===== src/include/phy_link_pkg.sv =====
// Shared codes, state encodings and timing for the physical-layer status port
package phy_link_pkg;

  // ----------------------------------------------------------------
  // Training state codes
  // ----------------------------------------------------------------
  localparam logic [5:0] TS_DET_QUIET0  = 6'h00;
  localparam logic [5:0] TS_DET_QUIET1  = 6'h01;
  localparam logic [5:0] TS_DET_ACT0    = 6'h02;
  localparam logic [5:0] TS_DET_ACT1    = 6'h03;
  localparam logic [5:0] TS_POLL_ACT    = 6'h04;
  localparam logic [5:0] TS_POLL_CFG    = 6'h05;
  localparam logic [5:0] TS_COMPL_FIRST = 6'h06;
  localparam logic [5:0] TS_COMPL_LAST  = 6'h0a;
  localparam logic [5:0] TS_CFG_FIRST   = 6'h0b;
  localparam logic [5:0] TS_CFG_LN_ACC  = 6'h10;
  localparam logic [5:0] TS_CFG_CMP_X1  = 6'h11;
  localparam logic [5:0] TS_CFG_CMP_X8  = 6'h14;
  localparam logic [5:0] TS_CFG_IDLE    = 6'h15;
  localparam logic [5:0] TS_L0          = 6'h16;
  localparam logic [5:0] TS_L1_ENTRY0   = 6'h17;
  localparam logic [5:0] TS_L1_ENTRY2   = 6'h19;
  localparam logic [5:0] TS_L1_IDLE     = 6'h1a;
  localparam logic [5:0] TS_L1_EXIT     = 6'h1b;
  localparam logic [5:0] TS_RCV_LOCK0   = 6'h1c;
  localparam logic [5:0] TS_RCV_LOCK1   = 6'h1d;
  localparam logic [5:0] TS_RCV_SPD0    = 6'h1e;
  localparam logic [5:0] TS_RCV_SPD1    = 6'h1f;
  localparam logic [5:0] TS_RCV_IDLE    = 6'h20;
  localparam logic [5:0] TS_HOT_RESET   = 6'h21;
  localparam logic [5:0] TS_DIS_ENTRY0  = 6'h22;
  localparam logic [5:0] TS_DIS_ENTRY2  = 6'h24;
  localparam logic [5:0] TS_DIS_IDLE    = 6'h25;
  localparam logic [5:0] TS_RP_CFG_FIRST = 6'h26;
  localparam logic [5:0] TS_RP_LN_ACC   = 6'h2c;
  localparam logic [5:0] TS_TO_DETECT   = 6'h2d;
  localparam logic [5:0] TS_LPBK_ENTRY0 = 6'h2e;
  localparam logic [5:0] TS_LPBK_ACT0   = 6'h30;
  localparam logic [5:0] TS_LPBK_EXIT0  = 6'h31;
  localparam logic [5:0] TS_LPBK_MASTER = 6'h32;

  // ----------------------------------------------------------------
  // Width, rate, low-power and request encodings
  // ----------------------------------------------------------------
  localparam logic [1:0] WIDTH_X1 = 2'h0;
  localparam logic [1:0] WIDTH_X2 = 2'h1;
  localparam logic [1:0] WIDTH_X4 = 2'h2;
  localparam logic [1:0] WIDTH_X8 = 2'h3;
  localparam logic       RATE_2G5 = 1'h0;
  localparam logic       RATE_5G0 = 1'h1;
  localparam logic [1:0] RX_NOT_L0S = 2'h0;
  localparam logic [1:0] RX_ENTRY   = 2'h1;
  localparam logic [1:0] RX_IDLE    = 2'h2;
  localparam logic [1:0] RX_FTS     = 2'h3;
  localparam logic [2:0] TX_NOT_L0S = 3'h0;
  localparam logic [2:0] TX_IDLE    = 3'h4;
  localparam logic [2:0] TX_FTS2    = 3'h7;
  localparam logic [1:0] CHG_NONE   = 2'h0;
  localparam logic [1:0] CHG_WIDTH  = 2'h1;
  localparam logic [1:0] CHG_SPEED  = 2'h2;
  localparam logic [1:0] CHG_BOTH   = 2'h3;
  localparam logic       REASON_RELIABILITY = 1'h0;
  localparam logic       REASON_AUTONOMOUS  = 1'h1;
  localparam logic [1:0] AUTO_RATE_ALLOWED  = 2'h3;

  // ----------------------------------------------------------------
  // Timing and reset values
  // ----------------------------------------------------------------
  localparam int         TRAIN_STEP_CYCLES = 4;
  localparam logic [1:0] RESET_WIDTH = WIDTH_X1;

  // ----------------------------------------------------------------
  // Software register map of the user end
  // ----------------------------------------------------------------
  localparam logic [3:0] ADDR_CTRL   = 4'h0;
  localparam logic [3:0] ADDR_STATUS = 4'h4;
  localparam logic [3:0] ADDR_LINK   = 4'h8;
  localparam int CTRL_KIND_LSB  = 0;
  localparam int CTRL_RATE_BIT  = 2;
  localparam int CTRL_LANES_LSB = 3;
  localparam int CTRL_REASON_BIT = 5;
  localparam int STAT_BUSY_BIT  = 0;
  localparam int STAT_DONE_BIT  = 1;
  localparam int STAT_ERR_BIT   = 2;

  // ----------------------------------------------------------------
  // State machines
  // ----------------------------------------------------------------
  typedef enum logic [1:0] {
    PH_DOWN   = 2'h0,
    PH_UP     = 2'h1,
    PH_CHANGE = 2'h3,
    PH_DONE   = 2'h2
  } dev_phase_t;

  typedef enum logic [1:0] {
    U_IDLE    = 2'h0,
    U_HOLD    = 2'h1,
    U_RELEASE = 2'h3
  } usr_phase_t;

endpackage


===== src/include/phy_link_if.sv =====
// Interface joining the link device end and the user logic end
`timescale 1ns/100ps
interface phy_link_if;
  logic       link_up;
  logic [1:0] current_width_code;
  logic [5:0] training_state_code;
  logic [1:0] rx_low_power_state;
  logic [2:0] tx_low_power_state;
  logic       current_rate;
  logic       dual_rate_capable;
  logic       change_complete;
  logic       change_reason_select;
  logic [1:0] change_request_kind;
  logic       target_rate_select;
  logic [1:0] target_lane_count;

  modport dev (
    output link_up, current_width_code, training_state_code,
    output rx_low_power_state, tx_low_power_state, current_rate,
    output dual_rate_capable, change_complete,
    input  change_reason_select, change_request_kind,
    input  target_rate_select, target_lane_count
  );

  modport usr (
    input  link_up, current_width_code, training_state_code,
    input  rx_low_power_state, tx_low_power_state, current_rate,
    input  dual_rate_capable, change_complete,
    output change_reason_select, change_request_kind,
    output target_rate_select, target_lane_count
  );
endinterface


===== src/design/phy_link_dev.sv =====
// Device end: link status reporting and directed width/speed change
//
// Overview of operation
// RQ1 - Width code 00/01/10/11 is x1/x2/x4/x8
// RQ2 - Codes 0-5 for detect and polling
// RQ3 - Codes 6-A walk polling compliance substates
// RQ4 - Codes B-15 walk configuration states
// RQ5 - Codes 16-1B for L0 and L1
// RQ6 - Codes 1C-20 for recovery steps
// RQ7 - Codes 21-25 hot reset and disabled
// RQ8 - Root role uses 26-2C in configuration
// RQ9 - 2D timeout-to-detect, 2E-32 loopback
// RQ10 - Receive low-power code 00 to 11
// RQ11 - Transmit low-power code 000 to 111
// RQ12 - User sets reason: reliability 0, autonomous 1
// RQ13 - User presents reason with kind and targets
// RQ14 - Request kind is level: none/width/speed/both
// RQ15 - User starts changes only while link up
// RQ16 - Root: speed change needs auto-rate 11
// RQ17 - Target rate 0 is 2.5, 1 is 5.0
// RQ18 - User keeps rate low unless dual-rate
// RQ19 - Target lanes 00/10/11; 01 undefined
// RQ20 - Change complete flags finished directed change
// RQ21 - Dual-rate only when both ends support it
// RQ22 - User holds request until complete, then none
`timescale 1ns/100ps
module phy_link_dev
  import phy_link_pkg::*;
#(
  parameter bit         ROOT_ROLE       = 1'b0,
  parameter bit         LOCAL_DUAL_RATE = 1'b1,
  parameter logic [1:0] MAX_WIDTH       = WIDTH_X8
) (
  // Clock, reset and enable
  input  wire logic       clk,
  input  wire logic       rst_n,
  input  wire logic       ce,
  // User-side status and change port
  phy_link_if.dev         lnk,
  // Link-side conditions
  input  wire logic       partner_present,
  input  wire logic [1:0] partner_width,
  input  wire logic       partner_dual_rate,
  input  wire logic       compliance_req,
  input  wire logic       loopback_req,
  input  wire logic       l1_req,
  input  wire logic       hot_reset_req,
  input  wire logic       disable_req,
  input  wire logic       tx_quiet_req,
  input  wire logic       rx_partner_idle
);

  localparam int DW = $clog2(TRAIN_STEP_CYCLES + 1);
  localparam logic [DW-1:0] DWELL_LAST = DW'(TRAIN_STEP_CYCLES - 1);

  typedef struct packed {
    dev_phase_t    phase;
    logic [5:0]    code;
    logic [DW-1:0] dwell;
    logic [1:0]    width;
    logic          rate;
    logic          dual;
    logic          link_up;
    logic          done;
    logic          wchg;
    logic          schg;
    logic [1:0]    tgt_w;
    logic          tgt_r;
    logic [1:0]    rx_st;
    logic [2:0]    tx_st;
  } dev_state_t;

  dev_state_t st_reg;
  dev_state_t st_next;

  // Narrower of two width codes; codes order with lane count
  function automatic logic [1:0] narrow(input logic [1:0] a,
                                        input logic [1:0] b);
    narrow = (a < b) ? a : b;
  endfunction

  // ----------------------------------------------------------------
  // Next state
  // ----------------------------------------------------------------
  logic       tick;
  logic [5:0] cfg_first;
  logic [5:0] nc;
  logic       want_w;
  logic       want_s;
  logic       in_l0s;

  always_comb begin
    st_next   = st_reg;
    tick      = (st_reg.dwell == DWELL_LAST);
    cfg_first = ROOT_ROLE ? TS_RP_CFG_FIRST : TS_CFG_FIRST; // RQ8
    in_l0s    = (st_reg.rx_st != RX_NOT_L0S) ||
                (st_reg.tx_st != TX_NOT_L0S);
    // RQ14 RQ19: width change only for a defined target
    want_w = lnk.change_request_kind[0] &&
             (lnk.target_lane_count != WIDTH_X2);
    // RQ17 RQ21: speed change only toward a rate both ends run
    want_s = lnk.change_request_kind[1] && st_reg.dual &&
             (lnk.target_rate_select != st_reg.rate);
    nc = st_reg.code;

    st_next.dwell = tick ? '0 : st_reg.dwell + 1'b1;

    // Training sequence, one code per dwell period
    if (tick) begin
      case (st_reg.code)
        TS_DET_QUIET0: nc = TS_DET_QUIET1;                        // RQ2
        TS_DET_QUIET1: nc = partner_present ? TS_DET_ACT0 : TS_DET_QUIET0;
        TS_DET_ACT0:   nc = TS_DET_ACT1;
        TS_DET_ACT1:   nc = partner_present ? TS_POLL_ACT : TS_DET_QUIET0;
        TS_POLL_ACT:   nc = compliance_req ? TS_COMPL_FIRST : TS_POLL_CFG;
        TS_POLL_CFG:   nc = !loopback_req ? cfg_first :
                            (ROOT_ROLE ? TS_LPBK_MASTER : TS_LPBK_ENTRY0);
        TS_COMPL_LAST: nc = TS_POLL_ACT;                           // RQ3
        TS_CFG_LN_ACC, TS_RP_LN_ACC: begin
          nc = TS_CFG_CMP_X1 + {4'h0, st_next.width};             // RQ4
        end
        TS_CFG_IDLE:   nc = TS_L0;
        TS_L0: begin                                              // RQ5
          if (hot_reset_req)
            nc = TS_HOT_RESET;
          else if (disable_req)
            nc = TS_DIS_ENTRY0;
          else if (l1_req && !in_l0s)
            nc = TS_L1_ENTRY0;
          else if (st_reg.phase == PH_CHANGE)
            nc = TS_RCV_LOCK0;
        end
        TS_L1_ENTRY2:  nc = TS_L1_IDLE;
        TS_L1_IDLE:    nc = l1_req ? TS_L1_IDLE : TS_L1_EXIT;
        TS_L1_EXIT:    nc = TS_RCV_LOCK0;
        TS_RCV_LOCK1:  nc = st_reg.schg ? TS_RCV_SPD0 : TS_RCV_IDLE; // RQ6
        TS_RCV_SPD1:   nc = TS_RCV_LOCK0;
        TS_RCV_IDLE:   nc = st_reg.wchg ? cfg_first : TS_L0;
        TS_HOT_RESET:  nc = TS_DET_QUIET0;                         // RQ7
        TS_DIS_ENTRY2: nc = TS_DIS_IDLE;
        TS_DIS_IDLE:   nc = disable_req ? TS_DIS_IDLE : TS_DET_QUIET0;
        TS_LPBK_ACT0:  nc = loopback_req ? TS_LPBK_ACT0 : TS_LPBK_EXIT0;
        TS_LPBK_EXIT0: nc = TS_DET_QUIET0;                         // RQ9
        TS_LPBK_MASTER: nc = TS_LPBK_ACT0;
        TS_TO_DETECT:  nc = TS_DET_QUIET0;
        default: begin
          // Plain single steps inside a chain
          if ((st_reg.code > TS_POLL_CFG && st_reg.code < TS_COMPL_LAST) ||
              (st_reg.code >= TS_CFG_FIRST && st_reg.code < TS_CFG_LN_ACC) ||
              (st_reg.code >= TS_RP_CFG_FIRST &&
               st_reg.code < TS_RP_LN_ACC) ||
              st_reg.code == TS_L1_ENTRY0 || st_reg.code == 6'h18 ||
              st_reg.code == TS_RCV_LOCK0 || st_reg.code == TS_RCV_SPD0 ||
              (st_reg.code >= TS_DIS_ENTRY0 &&
               st_reg.code < TS_DIS_ENTRY2) ||
              st_reg.code == TS_LPBK_ENTRY0 || st_reg.code == 6'h2f)
            nc = st_reg.code + 6'h01;
          else if (st_reg.code >= TS_CFG_CMP_X1 &&
                   st_reg.code <= TS_CFG_CMP_X8)
            nc = TS_CFG_IDLE;
          else
            nc = TS_DET_QUIET0;
        end
      endcase
    end

    // Width is settled at lane-number accept
    if (tick && (st_reg.code == TS_CFG_LN_ACC ||
                 st_reg.code == TS_RP_LN_ACC)) begin
      st_next.width = narrow(narrow(partner_width, MAX_WIDTH),
                             st_reg.wchg ? st_reg.tgt_w : MAX_WIDTH);
      st_next.wchg  = 1'b0;
      nc = TS_CFG_CMP_X1 + {4'h0, st_next.width};
    end
    if (tick && st_reg.code == TS_RCV_SPD1) begin
      st_next.rate = st_reg.tgt_r;
      st_next.schg = 1'b0;
    end

    // Losing the partner drops any trained state
    if (!partner_present && st_reg.code > TS_DET_ACT1 &&
        st_reg.code != TS_TO_DETECT) begin
      nc = TS_TO_DETECT;                                          // RQ9
      st_next.dwell = '0;
    end
    st_next.code = nc;

    // Phase and link indication
    if (nc == TS_DET_QUIET0 || nc == TS_TO_DETECT ||
        nc == TS_HOT_RESET || nc == TS_DIS_ENTRY0) begin
      st_next.phase   = PH_DOWN;
      st_next.link_up = 1'b0;
      st_next.done    = 1'b0;
      st_next.wchg    = 1'b0;
      st_next.schg    = 1'b0;
      st_next.rate    = RATE_2G5;
    end else if (nc == TS_L0 && st_reg.code != TS_L0) begin
      st_next.link_up = 1'b1;
      if (st_reg.phase == PH_CHANGE) begin
        st_next.phase = PH_DONE;
        st_next.done  = 1'b1;                                     // RQ20
      end else if (st_reg.phase == PH_DOWN) begin
        st_next.phase = PH_UP;
      end
    end else begin
      case (st_reg.phase)
        PH_UP: begin
          // RQ14: level-sensitive request, latched with its targets
          if (st_reg.code == TS_L0 && nc == TS_L0 &&
              lnk.change_request_kind != CHG_NONE) begin
            st_next.tgt_w = lnk.target_lane_count;
            st_next.tgt_r = lnk.target_rate_select;
            st_next.wchg  = want_w;
            st_next.schg  = want_s;
            if (want_w || want_s) begin
              st_next.phase = PH_CHANGE;
            end else begin
              st_next.phase = PH_DONE;
              st_next.done  = 1'b1;                               // RQ20
            end
          end
        end
        PH_DONE: begin
          if (lnk.change_request_kind == CHG_NONE) begin
            st_next.phase = PH_UP;
            st_next.done  = 1'b0;
          end
        end
        default: ;
      endcase
    end

    // RQ21: dual rate only while both ends support it
    st_next.dual = LOCAL_DUAL_RATE && partner_dual_rate &&
                   st_next.link_up;

    // L0s sub-states, one step per cycle while in plain L0
    if (nc != TS_L0) begin
      st_next.tx_st = TX_NOT_L0S;
      st_next.rx_st = RX_NOT_L0S;
    end else begin
      case (st_reg.tx_st)                                         // RQ11
        TX_NOT_L0S:
          st_next.tx_st = (tx_quiet_req && st_reg.phase == PH_UP) ?
                          3'h1 : TX_NOT_L0S;
        TX_IDLE:
          st_next.tx_st = tx_quiet_req ? TX_IDLE : 3'h5;
        TX_FTS2:
          st_next.tx_st = TX_NOT_L0S;
        default:
          st_next.tx_st = st_reg.tx_st + 3'h1;
      endcase
      case (st_reg.rx_st)                                         // RQ10
        RX_NOT_L0S: st_next.rx_st = rx_partner_idle ? RX_ENTRY : RX_NOT_L0S;
        RX_ENTRY:   st_next.rx_st = RX_IDLE;
        RX_IDLE:    st_next.rx_st = rx_partner_idle ? RX_IDLE : RX_FTS;
        default:    st_next.rx_st = RX_NOT_L0S;
      endcase
    end
  end

  // ----------------------------------------------------------------
  // State register
  // ----------------------------------------------------------------
  always_ff @(posedge clk or negedge rst_n) begin
    if (!rst_n) begin
      st_reg       <= '0;
      st_reg.phase <= PH_DOWN;
      st_reg.code  <= TS_DET_QUIET0;
      st_reg.width <= RESET_WIDTH;
    end else if (ce) begin
      st_reg <= st_next;
    end
  end

  // ----------------------------------------------------------------
  // Outputs straight from the state register
  // ----------------------------------------------------------------
  assign lnk.link_up             = st_reg.link_up;
  assign lnk.current_width_code  = st_reg.width;                  // RQ1
  assign lnk.training_state_code = st_reg.code;
  assign lnk.rx_low_power_state  = st_reg.rx_st;
  assign lnk.tx_low_power_state  = st_reg.tx_st;
  assign lnk.current_rate        = st_reg.rate;
  assign lnk.dual_rate_capable   = st_reg.dual;
  assign lnk.change_complete     = st_reg.done;

endmodule


===== src/flat_wrapper.sv =====
// flat-port wrapper written by rule: the top's interface ports become plain ports
module phy_link_dev_flat import phy_link_pkg::*;
#(
  parameter bit         ROOT_ROLE       = 1'b0,
  parameter bit         LOCAL_DUAL_RATE = 1'b1,
  parameter logic [1:0] MAX_WIDTH       = WIDTH_X8
)
  (clk, rst_n, ce, partner_present, partner_width, partner_dual_rate, compliance_req, loopback_req, l1_req, hot_reset_req, disable_req, tx_quiet_req, rx_partner_idle, lnk_link_up, lnk_current_width_code, lnk_training_state_code, lnk_rx_low_power_state, lnk_tx_low_power_state, lnk_current_rate, lnk_dual_rate_capable, lnk_change_complete, lnk_change_reason_select, lnk_change_request_kind, lnk_target_rate_select, lnk_target_lane_count);
  phy_link_if lnk_i ();
  input  wire logic clk;
  input  wire logic rst_n;
  input  wire logic ce;
  input  wire logic partner_present;
  input  wire logic [1:0] partner_width;
  input  wire logic partner_dual_rate;
  input  wire logic compliance_req;
  input  wire logic loopback_req;
  input  wire logic l1_req;
  input  wire logic hot_reset_req;
  input  wire logic disable_req;
  input  wire logic tx_quiet_req;
  input  wire logic rx_partner_idle;
  output wire logic [$bits(lnk_i.link_up)-1:0] lnk_link_up;
  output wire logic [$bits(lnk_i.current_width_code)-1:0] lnk_current_width_code;
  output wire logic [$bits(lnk_i.training_state_code)-1:0] lnk_training_state_code;
  output wire logic [$bits(lnk_i.rx_low_power_state)-1:0] lnk_rx_low_power_state;
  output wire logic [$bits(lnk_i.tx_low_power_state)-1:0] lnk_tx_low_power_state;
  output wire logic [$bits(lnk_i.current_rate)-1:0] lnk_current_rate;
  output wire logic [$bits(lnk_i.dual_rate_capable)-1:0] lnk_dual_rate_capable;
  output wire logic [$bits(lnk_i.change_complete)-1:0] lnk_change_complete;
  input wire logic [$bits(lnk_i.change_reason_select)-1:0] lnk_change_reason_select;
  input wire logic [$bits(lnk_i.change_request_kind)-1:0] lnk_change_request_kind;
  input wire logic [$bits(lnk_i.target_rate_select)-1:0] lnk_target_rate_select;
  input wire logic [$bits(lnk_i.target_lane_count)-1:0] lnk_target_lane_count;
  assign lnk_link_up = lnk_i.link_up;
  assign lnk_current_width_code = lnk_i.current_width_code;
  assign lnk_training_state_code = lnk_i.training_state_code;
  assign lnk_rx_low_power_state = lnk_i.rx_low_power_state;
  assign lnk_tx_low_power_state = lnk_i.tx_low_power_state;
  assign lnk_current_rate = lnk_i.current_rate;
  assign lnk_dual_rate_capable = lnk_i.dual_rate_capable;
  assign lnk_change_complete = lnk_i.change_complete;
  assign lnk_i.change_reason_select = lnk_change_reason_select;
  assign lnk_i.change_request_kind = lnk_change_request_kind;
  assign lnk_i.target_rate_select = lnk_target_rate_select;
  assign lnk_i.target_lane_count = lnk_target_lane_count;
  phy_link_dev #(.ROOT_ROLE(ROOT_ROLE), .LOCAL_DUAL_RATE(LOCAL_DUAL_RATE), .MAX_WIDTH(MAX_WIDTH)) u_core (.clk(clk), .rst_n(rst_n), .ce(ce), .lnk(lnk_i), .partner_present(partner_present), .partner_width(partner_width), .partner_dual_rate(partner_dual_rate), .compliance_req(compliance_req), .loopback_req(loopback_req), .l1_req(l1_req), .hot_reset_req(hot_reset_req), .disable_req(disable_req), .tx_quiet_req(tx_quiet_req), .rx_partner_idle(rx_partner_idle));
endmodule

===== config.mk =====
export PLATFORM = sky130hd
export DESIGN_NAME = phy_link_dev_flat
export DESIGN_NICKNAME = d
export VERILOG_FILES = /design/src/include/phy_link_pkg.sv /design/src/include/phy_link_if.sv /design/src/design/phy_link_dev.sv /design/src/flat_wrapper.sv
export SDC_FILE = /design/constraint.sdc
export NUM_CORES = 1
export LEC_CHECK = 0
export BUFFER_PORTS_ARGS = -buffer_cell sky130_fd_sc_hd__buf_4
export CAP_MARGIN = 20
export CORE_ASPECT_RATIO = 2
export CORE_MARGIN = 5
export CORE_UTILIZATION = 50
export CTS_CLUSTER_DIAMETER = 50
export DETAILED_ROUTE_END_ITERATION = 8
export PLACE_DENSITY_LB_ADDON = 0.05
export SETUP_SLACK_MARGIN = 0.4
export SYNTH_ARGS = -nofsm -noshare
export SYNTH_HDL_FRONTEND = slang
export SYNTH_SLANG_ARGS = --single-unit

===== constraint.sdc =====
create_clock -name clk -period 5.4 [get_ports clk]
set_input_delay 0.27 -clock clk [delete_from_list [all_inputs] [get_ports clk]]
set_output_delay 0.27 -clock clk [all_outputs]
set_load 0.01 [all_outputs]

# [After elaboration in Yosys (flattened, before gate mapping)]
# Cells that the tools add are included.
# Widths: inputs -> output; s select.
[word_totals] ff_bits=27 latch_bits=0 ramBits=0 mem_bits_ro=0 mem_count=0
[classes] add_sub_neg=5 multipliers=0 n_div=0 magnitude_cmp=13 n_eq_ne=51 shift=0 n_mux=53 bitwise_logic=2 reduce_logical=54
[ops] op="$pmux 6 s20" n=1
[ops] op="$eq 6x6->1 const B" n=14
[ops] op="$eq 6x5->1 const B" n=13
[ops] op="$mux 6" n=12
[ops] op="$mux 5" n=5
[ops] op="$mux 2" n=11
[ops] op="$logic_and 1x1->1" n=18
[ops] op="$mux 1" n=16
[ops] op="$logic_or 1x1->1" n=15
[ops] op="$add 5x2->6 const A" n=2
[ops] op="$eq 6x2->1 const B" n=2
[ops] op="$eq 6x3->1 const B" n=2
[ops] op="$ge 6x6->1 const B" n=2
[ops] op="$logic_not 6->1" n=2
[ops] op="$lt 6x6->1 const B" n=2
[ops] op="$ne 6x5->1 const B" n=2
[ops] op="$reduce_and 5->1" n=2
[ops] op="$mux 3" n=3
[ops] op="$pmux 3 s3" n=1
[ops] op="$ne 4x1->1 const B" n=2
[ops] op="$ne 4x2->1 const B" n=2
[ops] op="$add 3x1->3 const B" n=2
[ops] op="$add 6x1->6 const B" n=1
[ops] op="$eq 2x2->1 const B" n=3
[ops] op="other kinds (33)" n=43

# [Logic depth before layout (Yosys ltp)]
[logic_depth] word_depth=24 depth_mapped=14 depth_no_buf=13

# [Worst setup path after synthesis]
# Ideal clock, no wire load.
[synth_path] kind="reg2reg" start="register u_core.st_reg (netlist bit u_core.lnk.training_state_code[0])" end="register u_core.st_reg[5] (netlist bit)" setup_time_ps=125 arrival_time_ps=3342 required_time_ps=5275 slack_ps=1933 stages_incl_launch_ff=15 path_buffers=2 cell_sequence="dfrtp_1 inv_1 ha_1 clkbuf_1 o211a_1 a2bb2oi_1 nand4_2 nor4b_4 a21o_2 o2111ai_2 nor4b_4 nand4_1 or2_1 buf_6 mux2_4"
[synth_via] elab_chain_cells=22 word_cells_on_any_way=89
[synth_lines] element="start: declaration" line="phy_link_dev.sv:73" source="dev_state_t st_reg;"
[synth_lines] element="start signal: assignment" line="phy_link_dev.sv:272" source="st_reg <= st_next;"
[synth_lines] element="$gt 6x3->1 (tied with other cells)" line="phy_link_dev.sv:148" source="if ((st_reg.code > TS_POLL_CFG && st_reg.code < TS_COMPL_LAST) ||"
[synth_lines] element="$logic_and 1x1->1 (on tied branches)" line="phy_link_dev.sv:148, phy_link_dev.sv:149"
[synth_lines] element="$logic_or 1x1->1" line="phy_link_dev.sv:148"
[synth_lines] element="$logic_or 1x1->1" line="phy_link_dev.sv:149" source="(st_reg.code >= TS_CFG_FIRST && st_reg.code < TS_CFG_LN_ACC) ||"
[synth_lines] element="$logic_or 1x1->1" line="phy_link_dev.sv:151" source="st_reg.code < TS_RP_LN_ACC) ||"
[synth_lines] element="$logic_or 1x1->1 (2 in series)" line="phy_link_dev.sv:152" source="st_reg.code == TS_L1_ENTRY0 || st_reg.code == 6'h18 ||"
[synth_lines] element="$logic_or 1x1->1 (2 in series)" line="phy_link_dev.sv:153" source="st_reg.code == TS_RCV_LOCK0 || st_reg.code == TS_RCV_SPD0 ||"
[synth_lines] element="$logic_or 1x1->1" line="phy_link_dev.sv:155" source="st_reg.code < TS_DIS_ENTRY2) ||"
[synth_lines] element="(+3 left out)"
[synth_lines] element="$mux 6" line="phy_link_dev.sv:109" source="if (tick) begin"
[synth_lines] element="$mux 6" line="phy_link_dev.sv:168" source="if (tick && (st_reg.code == TS_CFG_LN_ACC ||"
[synth_lines] element="$mux 6" line="phy_link_dev.sv:181" source="if (!partner_present && st_reg.code > TS_DET_ACT1 &&"
[synth_lines] element="$eq 6x6->1 or $logic_not 6->1 (tied branches)" line="phy_link_dev.sv:189" source="if (nc == TS_DET_QUIET0 || nc == TS_TO_DETECT ||"
[synth_lines] element="$logic_or 1x1->1 (2 in series)" line="phy_link_dev.sv:189"
[synth_lines] element="$logic_or 1x1->1" line="phy_link_dev.sv:190" source="nc == TS_HOT_RESET || nc == TS_DIS_ENTRY0) begin"
[synth_lines] element="$not 1->1 (no line)"
[synth_lines] element="$reduce_and 5->1 (no line) (*)"
# Mark *: on every way between the ends. The rest lies on a longest branch, timed or not.
# A chain may end at the register's enable or synchronous reset.

# [Worst setup path in the final report]
[layout_path] start="register u_core.st_reg (netlist bit u_core.lnk.training_state_code[1])" end="register u_core.st_reg[5] (netlist bit)"
# Same word-level chain as after synthesis.

==> results_dict.tcl <==
set metrics [dict create \
    result_of_the_run "complete, no violations" \
    top_delay_family_on_crit_path "simple AND/OR/NAND/NOR gates" \
    yosys_register_bits 27 \
    ctsLongestPathBuffers 2 \
    grt_max_degree 32 \
    ioPinCount 37 \
    max_cap_viol_count 0 \
    cp-end-kind "flop" \
    destination_of_the_worst_hold_path "u_core.st_reg[5]" \
    core_region_area_um2 5709 \
    finish.net_count 404 \
    fillCellCount 574 \
    core.rowCount 39 \
    mostFrequentLayoutCell "sky130_fd_sc_hd__buf_4" \
    total_overflow_reported_by_the_global_router 0 \
    met1Wirelength_mm 3.075 \
    worst_skew_pair_later_pin_latency_ns 0.27 \
    floorplan.die.width_um 64.27 \
    max_clock_freq_ghz 0.2300 \
    worstReg2RegStart "u_core.lnk.training_state_code[1]" \
    layout_common_cells "41 x sky130_fd_sc_hd__buf_4, 27 x sky130_fd_sc_hd__dfrtp_1, 22 x sky130_fd_sc_hd__inv_1" \
    die_height_um 118.5 \
    dr_wl_met3_um 235 \
    fin_hold_ws_ns 0.2522 \
    antenna_found_initial 0 \
    p_leak_nw 1.400 \
    cellPowerDensity_nw_per_um2 416.4 \
    drt_drc_violations_left 0 \
    count_of_flip_flops_with_a_built_in_enable_after_synthesis 0 \
    global_route.usage.total_pct 22.22 \
    insertedDiodeCount 0 \
    synth-seq-area-share_pct 22.94 \
    worstHoldPathType "in2reg" \
    period_minus_slack_ns 4.347 \
    ant_nets 0 \
    cts_made_buffers 3 \
    r2r_depth 13 \
    cts_htree_levels 1 \
    slew-limit-headroom_pct 39.08 \
    post_synth_inst_count 354 \
    netlist_area_um2 2945 \
    synth_flop_cell "sky130_fd_sc_hd__dfrtp_1" \
    power.share.clock_pct 12.9 \
    detailed_place_hpwl_mm 6.633 \
    finalSetupViolations 0 \
    switching_fraction_of_total_power_pct 48.51 \
    tightest_slew_ns 0.8908 \
    ys_async_sr_fraction_pct 100.0 \
    syn_nets 393 \
    detailedRoute.firstPassIterationCount 4 \
    syn-mean-instance-area_um2 8.320 \
    final-hold-violation-count 0 \
    timing.clock.skew_ns 0.004261 \
    largest_register_ff_count 10 \
    path_max_fanout 14 \
    met2RoutedLength_mm 4.716 \
    critPathMaxStageDelay_ns 0.54 \
    timing.hold.worst.start "lnk_target_rate_select" \
    finalSetupTns_ns 0 \
    p_comb_share_pct 62.7 \
    tritoncts_num_sinks 27 \
    net-switching-power_w 0.0006435 \
    internal_power_w 0.0006830 \
    post_route_cells_drive_above_1_share_pct 17.86 \
    timing.reg2reg.setup_slack_ns 1.05 \
    post_synth_main_area_contributors "sky130_fd_sc_hd__dfrtp_1 23%, sky130_fd_sc_hd__ha_1 8.1%, sky130_fd_sc_hd__buf_4 4.1%" \
    die_area_um2 7619 \
    drt-vias-per-instance 6.499 \
    timing.critical_path.slowest_stage_cell "sky130_fd_sc_hd__ha_1" \
    ir_worst_vdd_mv 0.3878 \
    reg2reg_to "u_core.st_reg[5]" \
    grt_first_pass_wirelength_mm 13.79 \
    critical_path_rt_ns 5.55 \
    yosysWarningCount 0 \
    timing.final.crit_share_pct 80.51 \
    synth_top_area_share_pct 22.94 \
    area_growth_syn_to_layout_pct 8.156 \
    timing.final.max_slew_violations 0 \
    critical_path_buf_inv_count 2 \
    synth.lib_cells_used.distinct 76 \
    avgRoutedWirePerCell_um 19.90 \
    finalWirelength_mm 8.457 \
    detailedRoute.firstIterationViolations 246 \
    library_cell_occupying_the_most_area_in_the_post_synthesis_netlist "sky130_fd_sc_hd__dfrtp_1" \
    setup_repair_after_global_routing_missed_its_margin "no" \
    finalWeightedCongestion 0.9070 \
    worst_setup_path_type "reg2reg" \
    dr.max_layer_used "met4" \
    power.share.sequential_pct 24.4 \
    critical_path.startpoint_type "flop" \
    initial_utilization_pct 51.59 \
    io_buffer_count 35 \
    vias 2762 \
    post_cts_resize_count 0 \
    cts-root-buf "sky130_fd_sc_hd__clkbuf_16" \
    timing.critical_path.cells "inv_1 -> ha_1 -> nand4_1 -> a21oi_1 -> or3_1 -> o21ai_0 -> a21oi_1 -> o2111ai_2 -> nor4b_4 -> buf_4 -> nand4_1 -> or2_1 -> mux2_4" \
    tritoncts_clock_tree "yes" \
    grt_pass1_vias 2789 \
    cp.arrival_ns 4.50 \
    number_of_cells_on_the_worst_hold_path 2 \
    clock_pin_slew_of_the_registers_on_the_worst_case_setup_and_hold_paths_ns 0.07 \
]
[logic make-up (layout without fill, tap and decap cells)]
| logic type | after synthesis | after routing | share of synthesized area [%] |
|---|---|---|---|
| simple gates | 128 | 128 | 26.81 |
| buf+inv | 59 | 69 | 10.83 |
| flops | 27 | 27 | 22.94 |
| mux | 12 | 12 | 4.588 |
| fa+ha+maj | 19 | 19 | 8.071 |
| compound gates | 107 | 107 | 26.17 |
| xor+xnor | 2 | 2 | 0.5948 |
[per-stage QoR]
step	area, µm²	worst slack [ns]	std cells	util (%)	total power (W)
after CTS	3186	1.056	425	55.80	0.001327
after floorplan	2945	1.933	354	-	0.0009683
after detailed placement	3097	1.077	420	54.24	0.001152
after global routing	3186	0.7597	425	55.80	0.001421
final	3186	1.053	425	55.80	0.001326
after global placement	3097	1.110	420	54.24	0.001145
[routing by layer]
| layer | track usage (%) | vias to the layer above |
|---|---|---|
| li1 | - | 1330 |
| met1 | 23.19 | 1314 |
| met2 | 40.65 | 85 |
| met3 | 2.182 | 33 |
| met4 | 13.50 | 0 |
| met5 | 0 | - |
[worst max path at each step]
| stage | start | to | slack [ns] | depth (start not counted) |
|---|---|---|---|---|
| 3_5_place_dp | u_core.lnk.training_state_code[1] | u_core.st_reg[5] | 1.08 | 13 |
| 6_report | u_core.lnk.training_state_code[1] | u_core.st_reg[5] | 1.05 | 13 |
| 4_1_cts | u_core.lnk.training_state_code[1] | u_core.st_reg[5] | 1.06 | 13 |
| 3_3_place_gp | u_core.lnk.training_state_code[1] | u_core.st_reg[5] | 1.11 | 13 |
| 2_1_floorplan | u_core.lnk.training_state_code[0] | u_core.st_reg[5] | 1.93 | 14 |
| 5_1_grt | u_core.lnk.training_state_code[1] | u_core.st_reg[5] | 0.76 | 13 |
[cells in the mapped netlist, types with 3 or more instances]
master                      number
sky130_fd_sc_hd__dfrtp_1        27
sky130_fd_sc_hd__inv_1          22
sky130_fd_sc_hd__o21ai_0        21
sky130_fd_sc_hd__a21oi_1        19
sky130_fd_sc_hd__ha_1           19
sky130_fd_sc_hd__nor2_1         19
sky130_fd_sc_hd__nand3_1        17
sky130_fd_sc_hd__buf_4          16
sky130_fd_sc_hd__nand2_1        16
sky130_fd_sc_hd__nor2b_1        11
sky130_fd_sc_hd__clkbuf_1        9
sky130_fd_sc_hd__nand2b_1        8
sky130_fd_sc_hd__nor3_1          7
sky130_fd_sc_hd__buf_2           6
sky130_fd_sc_hd__mux2i_1         6
sky130_fd_sc_hd__a31oi_1         5
sky130_fd_sc_hd__nor4_1          5
sky130_fd_sc_hd__a21o_1          4
sky130_fd_sc_hd__and2_1          4
sky130_fd_sc_hd__and3_1          4
sky130_fd_sc_hd__buf_6           4
sky130_fd_sc_hd__mux2_2          4
sky130_fd_sc_hd__nand3b_1        4
sky130_fd_sc_hd__nand4_1         4
sky130_fd_sc_hd__o22ai_1         4
sky130_fd_sc_hd__o31ai_1         4
sky130_fd_sc_hd__a22o_1          3
sky130_fd_sc_hd__a41oi_1         3
sky130_fd_sc_hd__nand4b_1        3
sky130_fd_sc_hd__o2111ai_1       3
sky130_fd_sc_hd__o211ai_1        3
sky130_fd_sc_hd__o22a_1          3
sky130_fd_sc_hd__or2_2           3
sky130_fd_sc_hd__or3_1           3
sky130_fd_sc_hd__or4b_1          3
[layout make-up]
class,count,area (µm²),share of cell area (%)
sequential,27,675.6,21.21
timing repair buffer,42,317.8,9.976
clock buffer,4,78.83,2.474
tap,61,76.32,2.396
multi-input combinational,268,1951,61.23
inverter,23,86.33,2.710
[what timing repair did]
item                                   CTS  global route
buffers inserted                         0             0
hold buffers                             1             0
endpoints found under the hold margin   27             0
[power by group through the flow]
stage / Sequential [W] / Clock (W) / Combinational, W
after global routing: 0.000331 / 0.000184 / 0.000906
after CTS: 0.000321 / 0.000176 / 0.000829
after global placement: 0.000325 / 0 / 0.000820
final: 0.000323 / 0.000171 / 0.000832
after detailed placement: 0.000326 / 0 / 0.000825
after floorplan: 0.000267 / 0 / 0.000702
Note: power is estimated with default switching activity, not from simulation.
